--- config.mk ---
export PLATFORM = sky130hd
export DESIGN_NAME = bridge_err_clkrun_privmem_regs
export DESIGN_NICKNAME = d
export VERILOG_FILES = /design/src/logic/bridge_err_pkg.sv /design/src/logic/private_window_match.sv /design/src/logic/bridge_err_clkrun_privmem_regs.sv
export VERILOG_INCLUDE_DIRS = /design/src /design/src/logic
export SDC_FILE = /design/constraint.sdc
export NUM_CORES = 1
export LEC_CHECK = 0
export ABC_AREA = 1
export BUFFER_PORTS_ARGS = -buffer_cell sky130_fd_sc_hd__clkbuf_2
export CORE_ASPECT_RATIO = 1.2
export CORE_MARGIN = 2
export CORE_UTILIZATION = 45
export CTS_CLUSTER_SIZE = 28
export DETAILED_ROUTE_END_ITERATION = 16
export PLACE_DENSITY = 0.71
export SLEW_MARGIN = 10
export SYNTH_ARGS = -nofsm -noshare
export SYNTH_HDL_FRONTEND = slang
export SYNTH_SLANG_ARGS = --single-unit
--- constraint.sdc ---
create_clock -name sys_clk -period 4.1 [get_ports sys_clk]
set_clock_uncertainty 0.15 [all_clocks]
set_input_delay 0.205 -clock sys_clk [delete_from_list [all_inputs] [get_ports sys_clk]]
set_output_delay 0.205 -clock sys_clk [all_outputs]
set_load 0.005 [all_outputs]
--- src/logic/bridge_err_map.svh ---
`ifndef BRIDGE_ERR_MAP_SVH
`define BRIDGE_ERR_MAP_SVH
// configuration space byte offsets
`define OFS_ERR_STATUS   8'h6A
`define OFS_CLKRUN       8'h6B
`define OFS_PBASE_LO     8'h6C
`define OFS_PLIMIT_LO    8'h6E
`define OFS_PBASE_HI     8'h70
`define OFS_PLIMIT_HI    8'h74
// clock-run bit positions
`define CR_SEC_STOPPED   0
`define CR_SEC_PIN_EN    1
`define CR_PRI_KEEP      2
`define CR_PRI_PIN_EN    3
`define CR_MODE          4
`define CR_WMASK         8'h1F
// private window low write mask, low and high reset values, implied limit low bits
`define PW_LO_WMASK      16'hFFF0
`define PBASE_LO_RST     16'h0001
`define PLIMIT_LO_RST    16'h0000
`define PBASE_HI_RST     32'h00000001
`define PLIMIT_HI_RST    32'h00000000
`define PLIMIT_LOW_ONES  20'hFFFFF
// retry timeout: 2^24 attempts by default
`define RETRY_MAX_DEF    25'h1000000
`endif

--- src/logic/bridge_err_pkg.sv ---
package bridge_err_pkg;
  // one configuration-space write or read request, byte-enabled dword
  typedef struct packed {
    logic        wr;
    logic        rd;
    logic [7:0]  addr;
    logic [3:0]  be;
    logic [31:0] wdata;
  } cfg_req_t;
  // the eight error causes, bit order as in the status byte
  typedef struct packed {
    logic master_timeout;
    logic dly_read_fail;
    logic dly_write_nodeliv;
    logic pw_master_abort;
    logic pw_target_abort;
    logic pw_nodeliv;
    logic pw_data_parity;
    logic addr_parity;
  } err_evt_t;
  // state of the secondary clock-stop sequencer
  typedef enum logic [1:0] {
    CS_RUN,
    CS_SEC_STOP,
    CS_PRI_STOP
  } clk_state_t;
endpackage

--- src/logic/private_window_match.sv ---
`timescale 1ns/100ps
`include "bridge_err_map.svh"
// registered inclusive compare of an address against the 64-bit window
module private_window_match (
  input  wire logic        sys_clk,
  input  wire logic        resetn,
  input  wire logic [63:0] base,
  input  wire logic [63:0] limit,
  input  wire logic        win_en,
  input  wire logic [63:0] addr,
  output logic             hit
);
  // empty window (base above limit) never matches
  always_ff @(posedge sys_clk) begin
    if (!resetn) begin
      hit <= 1'b0;
    end else begin
      hit <= win_en && (base <= limit) && (addr >= base) && (addr <= limit);
    end
  end
endmodule

--- src/logic/bridge_err_clkrun_privmem_regs.sv ---
`timescale 1ns/100ps
`include "bridge_err_map.svh"
// How it works
// - bit0 address parity, all W1C, reset zero
// - bit1 posted write data parity
// - bit2 posted write not delivered
// - bit3 target abort on posted write
// - bit4 master abort on posted write
// - bit5 delayed write not delivered
// - bit6 delayed read failed
// - bit7 master failed to repeat
// - clock-run bit0 secondary clock stopped status
// - clock-run bit1 secondary pin enable
// - bit2 zero lets primary stop after secondary
// - clock-run bit3 primary pin enable
// - bit4 selects request or idle stop
// - window enabled by control bit or strap
// - base low bits 15:4 writable, 3:0 0001b
// - limit low 15:4 writable, 3:0 zero
// - base high 32 bits, resets to one
// - limit high 32 bits, resets to zero
// - reset base exceeds limit, window off
// - error output needs unmasked and enable
// - timeout after 2^24 or programmed retries
module bridge_err_clkrun_privmem_regs
  import bridge_err_pkg::*;
(
  input  wire logic                  sys_clk,
  input  wire logic                  resetn,
  input  wire bridge_err_pkg::cfg_req_t cfg_req,
  output logic [31:0]                cfg_rdata,
  input  wire bridge_err_pkg::err_evt_t err_evt,
  input  wire logic                  retry_attempt,
  input  wire logic                  retry_done,
  input  wire logic [24:0]           retry_limit,
  output logic                       retry_timeout,
  input  wire logic [7:0]            err_mask,
  input  wire logic                  serr_enable,
  output logic                       primary_system_error_n,
  input  wire logic                  pri_stop_request,
  input  wire logic                  sec_bus_idle,
  input  wire logic                  pri_req_pending,
  output logic                       sec_clk_stop,
  output logic                       pri_clk_stop_ok,
  output logic                       sec_clkrun_pin_en,
  output logic                       pri_clkrun_pin_en,
  input  wire logic                  chip_control_pvt_en,
  input  wire logic                  private_device_strap,
  input  wire logic [63:0]           fwd_addr,
  output logic                       pvt_hit
);
  import bridge_err_pkg::*;

  logic [7:0]  err_status_r;   // sticky cause byte
  logic [7:0]  clkrun_r;       // clock-run control/status
  logic [15:0] pbase_lo_r;     // window base, address bits 31:20 in 15:4
  logic [15:0] plimit_lo_r;    // window limit, address bits 31:20 in 15:4
  logic [31:0] pbase_hi_r;     // window base bits 63:32
  logic [31:0] plimit_hi_r;    // window limit bits 63:32
  logic [24:0] retry_cnt_r;    // attempts so far on current delivery
  clk_state_t  cs_r;           // clock-stop sequencer
  logic [7:0]  wr_b [0:3];     // write data per byte lane
  logic [3:0]  hit_lo;         // one-hot dword hit: 74h, 70h, 6Ch, 68h
  logic        dw68, dw6c, dw70, dw74;
  logic [7:0]  evt_vec;
  logic [7:0]  w1c;
  logic [63:0] base64, limit64;
  logic        win_en;

  // byte lanes of the write data
  genvar g;
  generate
    for (g = 0; g < 4; g++) begin : g_lane
      assign wr_b[g] = cfg_req.wdata[8*g +: 8];
    end
  endgenerate

  // dword decode; the status and clock-run bytes sit in lanes 2 and 3 of 68h
  assign dw68 = cfg_req.addr[7:2] == 6'(`OFS_ERR_STATUS >> 2);
  assign dw6c = cfg_req.addr[7:2] == 6'(`OFS_PBASE_LO >> 2);
  assign dw70 = cfg_req.addr[7:2] == 6'(`OFS_PBASE_HI >> 2);
  assign dw74 = cfg_req.addr[7:2] == 6'(`OFS_PLIMIT_HI >> 2);
  assign hit_lo = {dw74, dw70, dw6c, dw68};

  // event vector and byte of ones written to clear
  assign evt_vec = err_evt;
  assign w1c = (cfg_req.wr && dw68 && cfg_req.be[2]) ? wr_b[2] : 8'h00;

  // sticky causes: a new event wins over a same-cycle clear
  always_ff @(posedge sys_clk) begin
    if (!resetn) begin
      err_status_r <= 8'h00;
    end else begin
      // bits 0..7 set by their causes
      // likewise
      err_status_r <= (err_status_r & ~w1c) | evt_vec;
    end
  end

  // retry counter; times out at the programmed or default maximum
  always_ff @(posedge sys_clk) begin
    if (!resetn) begin
      retry_cnt_r   <= 25'h0000000;
      retry_timeout <= 1'b0;
    end else begin
      retry_timeout <= 1'b0;
      if (retry_done) begin
        retry_cnt_r <= 25'h0000000;
      end else if (retry_attempt) begin
        // zero limit means the default of 2^24 attempts
        if (retry_cnt_r + 25'h0000001 >=
            ((retry_limit == 25'h0000000) ? `RETRY_MAX_DEF : retry_limit)) begin
          retry_timeout <= 1'b1;
          retry_cnt_r   <= 25'h0000000;
        end else begin
          retry_cnt_r <= retry_cnt_r + 25'h0000001;
        end
      end
    end
  end

  // system error output, active low, registered
  always_ff @(posedge sys_clk) begin
    if (!resetn) begin
      primary_system_error_n <= 1'b1;
    end else begin
      primary_system_error_n <= !(serr_enable && |(err_status_r & ~err_mask));
    end
  end

  // clock-stop sequencer; the stopped bit is hardware-tracked and also writable
  always_ff @(posedge sys_clk) begin
    if (!resetn) begin
      cs_r <= CS_RUN;
    end else begin
      case (cs_r)
        CS_RUN: begin
          // mode 0 waits for a primary request, mode 1 for idle
          if (clkrun_r[`CR_MODE] ? (sec_bus_idle && !pri_req_pending) : pri_stop_request) begin
            cs_r <= CS_SEC_STOP;
          end
        end
        CS_SEC_STOP: begin
          if (pri_req_pending || !clkrun_r[`CR_SEC_STOPPED]) begin
            cs_r <= CS_RUN;
          end else if (!clkrun_r[`CR_PRI_KEEP]) begin
            cs_r <= CS_PRI_STOP;
          end
        end
        CS_PRI_STOP: begin
          if (pri_req_pending || clkrun_r[`CR_PRI_KEEP] || !clkrun_r[`CR_SEC_STOPPED]) begin
            cs_r <= CS_RUN;
          end
        end
        default: cs_r <= CS_RUN;
      endcase
    end
  end

  // clock-run register; status bit follows the sequencer unless written
  always_ff @(posedge sys_clk) begin
    if (!resetn) begin
      clkrun_r <= 8'h00;
    end else if (cfg_req.wr && dw68 && cfg_req.be[3]) begin
      clkrun_r <= wr_b[3] & `CR_WMASK;
    end else if (cs_r == CS_RUN && !clkrun_r[`CR_SEC_STOPPED] &&
                 (clkrun_r[`CR_MODE] ? (sec_bus_idle && !pri_req_pending)
                                     : pri_stop_request)) begin
      clkrun_r[`CR_SEC_STOPPED] <= 1'b1;
    end else if (cs_r != CS_RUN && pri_req_pending) begin
      clkrun_r[`CR_SEC_STOPPED] <= 1'b0;
    end
  end

  // clock-run outputs, registered
  always_ff @(posedge sys_clk) begin
    if (!resetn) begin
      sec_clk_stop      <= 1'b0;
      pri_clk_stop_ok   <= 1'b0;
      sec_clkrun_pin_en <= 1'b0;
      pri_clkrun_pin_en <= 1'b0;
    end else begin
      sec_clk_stop      <= clkrun_r[`CR_SEC_STOPPED];
      pri_clk_stop_ok   <= clkrun_r[`CR_SEC_STOPPED] && !clkrun_r[`CR_PRI_KEEP];
      sec_clkrun_pin_en <= clkrun_r[`CR_SEC_PIN_EN];
      pri_clkrun_pin_en <= clkrun_r[`CR_PRI_PIN_EN];
    end
  end

  // private window low halves: only bits 15:4 take writes
  always_ff @(posedge sys_clk) begin
    if (!resetn) begin
      pbase_lo_r  <= `PBASE_LO_RST;
      plimit_lo_r <= `PLIMIT_LO_RST;
    end else if (cfg_req.wr && dw6c) begin
      if (cfg_req.be[0]) pbase_lo_r[7:4]    <= wr_b[0][7:4];
      if (cfg_req.be[1]) pbase_lo_r[15:8]   <= wr_b[1];
      if (cfg_req.be[2]) plimit_lo_r[7:4]   <= wr_b[2][7:4];
      if (cfg_req.be[3]) plimit_lo_r[15:8]  <= wr_b[3];
    end
  end

  // upper halves, fully writable per byte lane
  always_ff @(posedge sys_clk) begin
    if (!resetn) begin
      pbase_hi_r  <= `PBASE_HI_RST;
      plimit_hi_r <= `PLIMIT_HI_RST;
    end else if (cfg_req.wr) begin
      for (int i = 0; i < 4; i++) begin
        if (dw70 && cfg_req.be[i]) pbase_hi_r[8*i +: 8]  <= wr_b[i];
        if (dw74 && cfg_req.be[i]) plimit_hi_r[8*i +: 8] <= wr_b[i];
      end
    end
  end

  // read mux; unmapped dwords return zero
  always_ff @(posedge sys_clk) begin
    if (!resetn) begin
      cfg_rdata <= 32'h00000000;
    end else if (cfg_req.rd) begin
      case (hit_lo)
        4'h1:    cfg_rdata <= {clkrun_r, err_status_r, 16'h0000};
        4'h2:    cfg_rdata <= {plimit_lo_r[15:4], 4'h0, pbase_lo_r[15:4], 4'h1};
        4'h4:    cfg_rdata <= pbase_hi_r;
        4'h8:    cfg_rdata <= plimit_hi_r;
        default: cfg_rdata <= 32'h00000000;
      endcase
    end
  end

  // assembled 64-bit window; low 20 bits implied
  assign base64  = {pbase_hi_r, pbase_lo_r[15:4], 20'h00000};
  assign limit64 = {plimit_hi_r, plimit_lo_r[15:4], `PLIMIT_LOW_ONES};
  assign win_en  = chip_control_pvt_en || private_device_strap;

  private_window_match u_match (
    .sys_clk (sys_clk),
    .resetn  (resetn),
    .base    (base64),
    .limit   (limit64),
    .win_en  (win_en),
    .addr    (fwd_addr),
    .hit     (pvt_hit)
  );

  // assertions; each one watches what the block itself drives
  a_sticky_set: assert property (@(posedge sys_clk) disable iff (!resetn)
    err_evt[0] |=> err_status_r[0])
    else $error("address parity cause not set");
  a_w1c_clear: assert property (@(posedge sys_clk) disable iff (!resetn)
    (w1c[3] && !err_evt[3]) |=> !err_status_r[3])
    else $error("w1c did not clear");
  a_hold_bits: assert property (@(posedge sys_clk) disable iff (!resetn)
    (err_status_r[5] && !w1c[5]) |=> err_status_r[5])
    else $error("cause lost");
  // every cause raised in one cycle shows in the byte the next, even against a clear
  a_evt_sets: assert property (@(posedge sys_clk) disable iff (!resetn)
    ##1 ((err_status_r & $past(evt_vec)) == $past(evt_vec)))
    else $error("cause not logged");
  a_serr_drive: assert property (@(posedge sys_clk) disable iff (!resetn)
    (serr_enable && |(err_status_r & ~err_mask)) |=> !primary_system_error_n)
    else $error("serr not asserted");
  a_serr_quiet: assert property (@(posedge sys_clk) disable iff (!resetn)
    !serr_enable |=> primary_system_error_n)
    else $error("serr without enable");
  a_retry_cause: assert property (@(posedge sys_clk) disable iff (!resetn)
    retry_timeout |-> $past(retry_attempt))
    else $error("timeout without attempt");
  a_pri_keep: assert property (@(posedge sys_clk) disable iff (!resetn)
    clkrun_r[`CR_PRI_KEEP] |=> !pri_clk_stop_ok)
    else $error("primary stop while kept");
  a_pri_after_sec: assert property (@(posedge sys_clk) disable iff (!resetn)
    pri_clk_stop_ok |-> sec_clk_stop)
    else $error("primary stop before secondary");
  a_pin_en: assert property (@(posedge sys_clk) disable iff (!resetn)
    ##1 sec_clkrun_pin_en == $past(clkrun_r[`CR_SEC_PIN_EN]))
    else $error("pin enable");
  a_pri_pin: assert property (@(posedge sys_clk) disable iff (!resetn)
    ##1 pri_clkrun_pin_en == $past(clkrun_r[`CR_PRI_PIN_EN]))
    else $error("primary pin enable");
  a_sec_status: assert property (@(posedge sys_clk) disable iff (!resetn)
    ##1 sec_clk_stop == $past(clkrun_r[`CR_SEC_STOPPED]))
    else $error("secondary stop output");
  a_mode_request: assert property (@(posedge sys_clk) disable iff (!resetn)
    (cs_r == CS_RUN && !clkrun_r[`CR_MODE] && !pri_stop_request) |=> cs_r == CS_RUN)
    else $error("stop without request");
  a_mode_idle: assert property (@(posedge sys_clk) disable iff (!resetn)
    (cs_r == CS_RUN && clkrun_r[`CR_MODE] && !(sec_bus_idle && !pri_req_pending))
    |=> cs_r == CS_RUN)
    else $error("stop while busy");
  a_lo_ro_bits: assert property (@(posedge sys_clk) disable iff (!resetn)
    (cfg_req.rd && dw6c) |=> (cfg_rdata[3:0] == 4'h1 && cfg_rdata[19:16] == 4'h0))
    else $error("ro bits changed");
  a_reset_empty: assert property (@(posedge sys_clk)
    !resetn |=> (base64 > limit64))
    else $error("window open after reset");
  a_no_hit_empty: assert property (@(posedge sys_clk) disable iff (!resetn)
    (base64 > limit64) |=> !pvt_hit)
    else $error("hit on empty window");
  a_win_gate: assert property (@(posedge sys_clk) disable iff (!resetn)
    !(chip_control_pvt_en || private_device_strap) |=> !pvt_hit)
    else $error("hit while window disabled");
  // cover points for the main scenarios
  c_serr: cover property (@(posedge sys_clk) disable iff (!resetn) !primary_system_error_n);
  c_sec_stop: cover property (@(posedge sys_clk) disable iff (!resetn) cs_r == CS_SEC_STOP);
  c_pri_stop: cover property (@(posedge sys_clk) disable iff (!resetn) pri_clk_stop_ok);
  c_hit: cover property (@(posedge sys_clk) disable iff (!resetn) pvt_hit);
endmodule

* Word-level counts from Yosys, hierarchy flattened *
Index checks and enable logic that the tools add are counted.

operators by class
  add/sub/neg operators = 1
  $mul = 0
  divide/modulo/power cells = 0
  order comparisons = 4
  equal/unequal tests = 13
  shift-type cells = 0
  mux-type cells = 14
  bitwise operators = 7
  reductions and logical operators = 49

operator list
  operator                                                          number
  64-bit less-or-equal comparator                                   2
  32-bit one-hot mux with 4 select lines                            1
  64-bit greater-or-equal comparator                                1
  25-bit 2-to-1 mux                                                 2
  25-bit by 1-bit adder with 25-bit output (second input constant)  1
  25-bit greater-or-equal comparator                                1
  25-bit logical NOT                                                1
  6-bit by 5-bit == test with 1-bit output (second input constant)  4
  2-bit AND reduction                                               12
  1-bit logical AND                                                 21
  8-bit AND                                                         2
  8-bit inverter                                                    2
  2-bit 2-to-1 mux                                                  4
  8-bit 2-to-1 mux                                                  1
  8-bit OR                                                          1
  8-bit OR reduction                                                1
  2-bit one-hot mux with 3 select lines                             1
  1-bit 2-to-1 mux                                                  5
  4-bit by 1-bit == test with 1-bit output (second input constant)  1
  4-bit by 2-bit == test with 1-bit output (second input constant)  1
  4-bit by 3-bit == test with 1-bit output (second input constant)  1
  4-bit == test (second input constant)                             1
  1-bit logical NOT                                                 4
  1-bit logical OR                                                  4
  other kinds (11)                                                  13

storage, ports and cells
  register bits = 167
  latch bits = 0
  bits in writable memories = 0
  ROM bits = 0
  bits of input ports = 161
  output and inout port bits = 39
  word-level logic and storage cells = 113
  memories = 0

* Depth between registers and ports, before layout *
  depth after elaboration = 7
  mapped depth = 21
  mapped depth without buffers = 20

* Modules after synthesis *
From an unflattened synthesis, not the netlist that was laid out.

unflattened totals
  cells, all modules = 1,880
  area total of the unflattened synthesis = 12,947.4 µm²

modules (own cells, without submodules)
  module                          instances  cells each  area an instance (µm²)  sequential area each (µm²)
  bridge_err_clkrun_privmem_regs  1          1,119       8,092.8                 3,323.2
  private_window_match            1          761         4,854.7                 20.0

* Worst setup path after synthesis *
OpenSTA, ideal clock, no wires.

  kind = register -> register
  start = register retry_cnt_r[0]
  end = register retry_cnt_r[2]
  library setup time = 117 ps
  arrival time = 2,508 ps
  data required time = 3,833 ps
  setup slack = 1,325 ps
  cell stages (with the launch flop) = 20
  path buffers = 1
  clock period less this slack = 2,775 ps
  path through = dfxtp_1 > ha_1 > nand2_1 > nor2_2 > nand3_2 > nor2_2 > nand2_2 > o21ai_2 > nand2_2 > ha_1 > nand2_1 > nor2_1 > nand2_1 > nor2_1 > nand2_1 > nand3_1 > nand2_1 > nand2_2 > buf_2 > nor2_1

between the ends
  cells in the longest elaborated chain, start to end = 3

ends and longest elaborated chain
  item                                          RTL line                                                                      RTL
  start, declared                               bridge_err_clkrun_privmem_regs.sv:60                                          logic [24:0] retry_cnt_r;
  start signal, assigned                        bridge_err_clkrun_privmem_regs.sv:116                                         retry_cnt_r <= retry_cnt_r + 25'h0000001;
  25-bit by 1-bit adder with 25-bit output (*)  bridge_err_clkrun_privmem_regs.sv:111, bridge_err_clkrun_privmem_regs.sv:116
  25-bit greater-or-equal comparator            bridge_err_clkrun_privmem_regs.sv:111                                         if (retry_cnt_r + 25'h0000001 >=
  25-bit 2-to-1 mux (*)                         bridge_err_clkrun_privmem_regs.sv:111

Mark *: on every way between the ends. The rest lies on a longest branch, timed or not.
A chain may end at the register's enable or synchronous reset.

* Final worst setup path *
  start = register retry_cnt_r[0]
  end = register retry_cnt_r[7]

The elaborated chain is that of the path after synthesis.

==> impl_results.md <==
- First-pass GRT wire length: 53600 um
- Area growth syn-to-layout: 20.1%
- Commonest non-fill, non-tap cell in the layout: nand2_1
- Final Setup Violations: 0
- Critical Path Slowest Stage Cell: dfxtp_1
- Max Slew Vio Count: 0
- Post-detail-place hpwl: 25900 um
- Post-Syn Instances: 1586
- Family with the most delay on the worst path: simple AND/OR/NAND/NOR gates
- Clk sinks: 167
- Slew Limit Headroom: 43.7%
- Psw: 0.956 mW
- FF-to-FF End: retry_cnt_r[7]$_SDFFE_PP0P_
- Die area: 0.0260 mm2
- Status: completed
- Final Hold Fails: 0
- Setup CP Type: register to register
- Total negative slack: 0 ns
- TritonCTS Buffers: 17
- CP Buf/Inv Count: 0
- Reg2Reg Depth: 18
- Pint: 2.79 mW
- Die width: 147 um
- Worst hold path class: input port to register
- Post-cts gate resize count: 0
- Cells after DPL: 2065
- Drt initial violations: 556
- Clock power share: 43.8%
- Commonest non-fill, non-tap cells in the layout: 316 x nand2_1, 215 x inv_1, 200 x a21oi_1
- MaxCap Viol Count: 0
- CP max stage delay: 0.44 ns
- Worst Path Required: 4.25 ns
- Reg clk slew, reported paths: 0.07 ns
- Antenna Nets Post-Route: 0
- Synthesized Nets: 1904
- Clock Latency Late Sink: 0.43 ns
- Initial antenna violation count: 1
- Starting Density: 45.3%
- CP Launch Type: register
- IO Count: 200
- Leak: 6.01 nW
- Fin util: 54.4%
- Most used cell along the critical path: nand2_1
- Final Wtd Congestion: 0.932
- Power Total: 3.75 mW
- Maximum vdd drop: 0.308 mV
- Post-synthesis register bit count: 167
- DRT Wirelength: 33500 um
- Unique masters post-synth: 40
- Max Clk Rate: 297 MHz
- CTS Root Cell: clkbuf_16
- IO Port Bufs: 197
- P per Cell Area: 281 mW/mm2
- WHS: 0.0203 ns
- Yosys warning total: 0
- Ratio of cells with drive above 1 in the final layout: 14.1%
- CP Cell Sequence: ha_1 > nand2_1 > nor2_2 > nand3_2 > nor2_2 > nand2_2 > o21ai_2 > nand2_2 > ha_1 > nand2_1 > nor2_1 > nand2_1 > nor2_1 > nand2_1 > nand3_1 > nand2_1 > nand2_2 > nor2_1
- Core ar.: 0.0245 mm2
- Post-route insts no fill: 2141
- CTS tree: built
- Sequential cell fraction of total power: 44.0%
- Setup crit end kind: register
- Critical Path Fanout Max: 25
- Switching Fraction: 25.5%
- Hold buffer count at cts: 43
- Pin count of the biggest net entering global routing: 97
- CP arrival: 3.51 ns
- Hold path start: cfg_req[23]
- Chip Height: 176 um
- Post-route clock period utilization: 82.1%
- R2r startpoint: retry_cnt_r[0]$_SDFFE_PP0P_
- FP Rows: 63
- Initial DRT Pass Iterations: 5
- Met1 GRT Util: 30.8%
- H-tree levels: 4
- Max clock buf depth: 2
- Minimum clock period: 3.37 ns
- # nets final: 2120
- RSZ-0062 raised after global routing: no
- Reg2Reg Setup Slack: 0.73 ns
- Grt met3 use: 3.59%
- Seq/Total Area, Yosys: 30.1%
- Gr ovfl total: 0
- M2 GR Usage: 45.9%
- Comb pwr share: 12.2%
- DR vias: 11252
- Drt wl/cell: 15.6 um
- Routed vias/inst: 5.26
- Worst slew pin tran: 0.845 ns
- Postcts setup bufs: 0
- Gr usage total: 25.9%
- GR peak layer: met2
- Worst hold endpoint: plimit_lo_r[7]$_SDFFE_PN0P_
- Vias in the first global route: 10932
- Syn avg cell area: 7.00 um2
- Cells on Worst Hold Path: 3
- DRC violation count after routing: 0
- Synthesized cell area: 0.0111 mm2
==> metrics by stage <==
stage / worst slack (ns) / area, um2
2_1_floorplan: 1.32 / 11100
5_1_grt: 0.352 / 13300
3_5_place_dp: 0.728 / 12300
3_3_place_gp: 0.841 / 12300
4_1_cts: 0.712 / 13300
6_report: 0.735 / 13300
==> cells in the mapped netlist <==
| library cell | number | area share [%] |
|---|---|---|
| inv_1 | 215 | 7.3 |
| o21a_1 | 8 | 0.54 |
| o2111ai_1 | 2 | 0.16 |
| and2_1 | 3 | 0.17 |
| a21oi_2 | 1 | 0.079 |
| nor2_4 | 4 | 0.41 |
| o221ai_1 | 11 | 0.87 |
| nand4_1 | 27 | 1.5 |
| nand3_2 | 2 | 0.18 |
| o22ai_1 | 23 | 1.3 |
| buf_2 | 13 | 0.59 |
| xor2_1 | 13 | 1.0 |
| clkbuf_8 | 3 | 0.37 |
| a21oi_1 | 200 | 9.0 |
| a31oi_1 | 2 | 0.11 |
| xnor2_1 | 1 | 0.079 |
| mux2i_1 | 4 | 0.36 |
| inv_2 | 2 | 0.068 |
| o21ai_2 | 1 | 0.079 |
| nor2_2 | 5 | 0.28 |
| nand2_2 | 4 | 0.23 |
| nand3_1 | 47 | 2.1 |
| xor2_2 | 2 | 0.29 |
| o21ai_1 | 8 | 0.36 |
| buf_1 | 1 | 0.034 |
| clkbuf_1 | 32 | 1.1 |
| nor2_1 | 140 | 4.7 |
| clkbuf_4 | 1 | 0.068 |
| ha_1 | 157 | 18 |
| o21bai_1 | 2 | 0.14 |
| o211ai_1 | 2 | 0.14 |
| nor3_2 | 1 | 0.090 |
| nor4_1 | 8 | 0.45 |
| nand2_1 | 316 | 11 |
| nand3b_1 | 1 | 0.068 |
| nand2_4 | 2 | 0.20 |
| o21ai_0 | 133 | 6.0 |
| dfxtp_1 | 167 | 30 |
| nor3_1 | 17 | 0.77 |
| a21o_1 | 5 | 0.34 |
==> layer usage <==
layer / up-vias / share of wire (%) / wire length, um
met5: - / 0 / 0
met4: 0 / 4.4 / 1480
met3: 78 / 6.0 / 2010
met2: 378 / 49 / 16300
met1: 5070 / 41 / 13700
li1: 5726 / - / -
==> power by group through the flow <==
stage,Clock [mW],Sequential [mW],Combinational [mW]
after floorplan,0,1.68,0.239
after global placement,0,1.69,0.403
after detailed placement,0,1.69,0.415
after CTS,1.66,1.65,0.452
after global routing,1.73,1.65,0.516
final,1.64,1.65,0.456
==> worst max-delay path by stage <==
stage	start	to	slack, ns	cells past startpoint
final	retry_cnt_r[0]$_SDFFE_PP0P_	retry_cnt_r[7]$_SDFFE_PP0P_	0.73	18
after global routing	retry_cnt_r[0]$_SDFFE_PP0P_	retry_cnt_r[18]$_SDFFE_PP0P_	0.35	18
after detailed placement	retry_cnt_r[0]$_SDFFE_PP0P_	retry_cnt_r[7]$_SDFFE_PP0P_	0.73	18
after floorplan	retry_cnt_r[0]$_SDFFE_PP0P_	retry_cnt_r[2]$_SDFFE_PP0P_	1.32	19
after CTS	retry_cnt_r[0]$_SDFFE_PP0P_	retry_cnt_r[7]$_SDFFE_PP0P_	0.71	18
after global placement	retry_cnt_r[0]$_SDFFE_PP0P_	retry_cnt_r[21]$_SDFFE_PP0P_	0.84	18
==> layout make-up <==
cell class / count / area (um2)
diodes: 1 / 2.50
well taps: 325 / 407
clock inverters: 11 / 149
inverters: 217 / 815
clock buffers: 21 / 440
flip-flops and latches: 167 / 3340
repair buffers: 247 / 1470
multi-input cells: 1152 / 6710
fillers: 2382 / 11200
==> sequential cells by signal, summed over array words and instances, names as in the netlist <==
register,cells
cfg_rdata,32
pbase_hi_r,32
plimit_hi_r,32
retry_cnt_r,25
pbase_lo_r,12
plimit_lo_r,12
err_status_r,8
clkrun_r,5
cs_r,2
pri_clk_stop_ok,1
pri_clkrun_pin_en,1
primary_system_error_n,1
retry_timeout,1
sec_clk_stop,1
sec_clkrun_pin_en,1
u_match.hit,1
==> cell families after synthesis <==
kind of cell               Yosys count  share of synthesized area [%]
AOI/OAI and AO/OA                  398                           19.1
DFF                                167                           30.1
adders and majority gates          157                           17.7
muxes                                4                          0.360
xor gates and xnor gates            16                           1.40
and+or+nand+nor                    577                           21.9
buffers and inverters              267                           9.47
==> worst register-to-register path, cell delays in order, from the launching register on <==
cell	delay, ns
dfxtp_1	0.44
ha_1	0.23
nand2_1	0.08
nor2_2	0.17
nand3_2	0.22
nor2_2	0.21
nand2_2	0.09
o21ai_2	0.13
nand2_2	0.08
ha_1	0.32
nand2_1	0.06
nor2_1	0.13
nand2_1	0.10
nor2_1	0.11
nand2_1	0.06
nand3_1	0.10
nand2_1	0.07
nand2_2	0.41
nor2_1	0.10
Power figures use the tool's default switching activity.
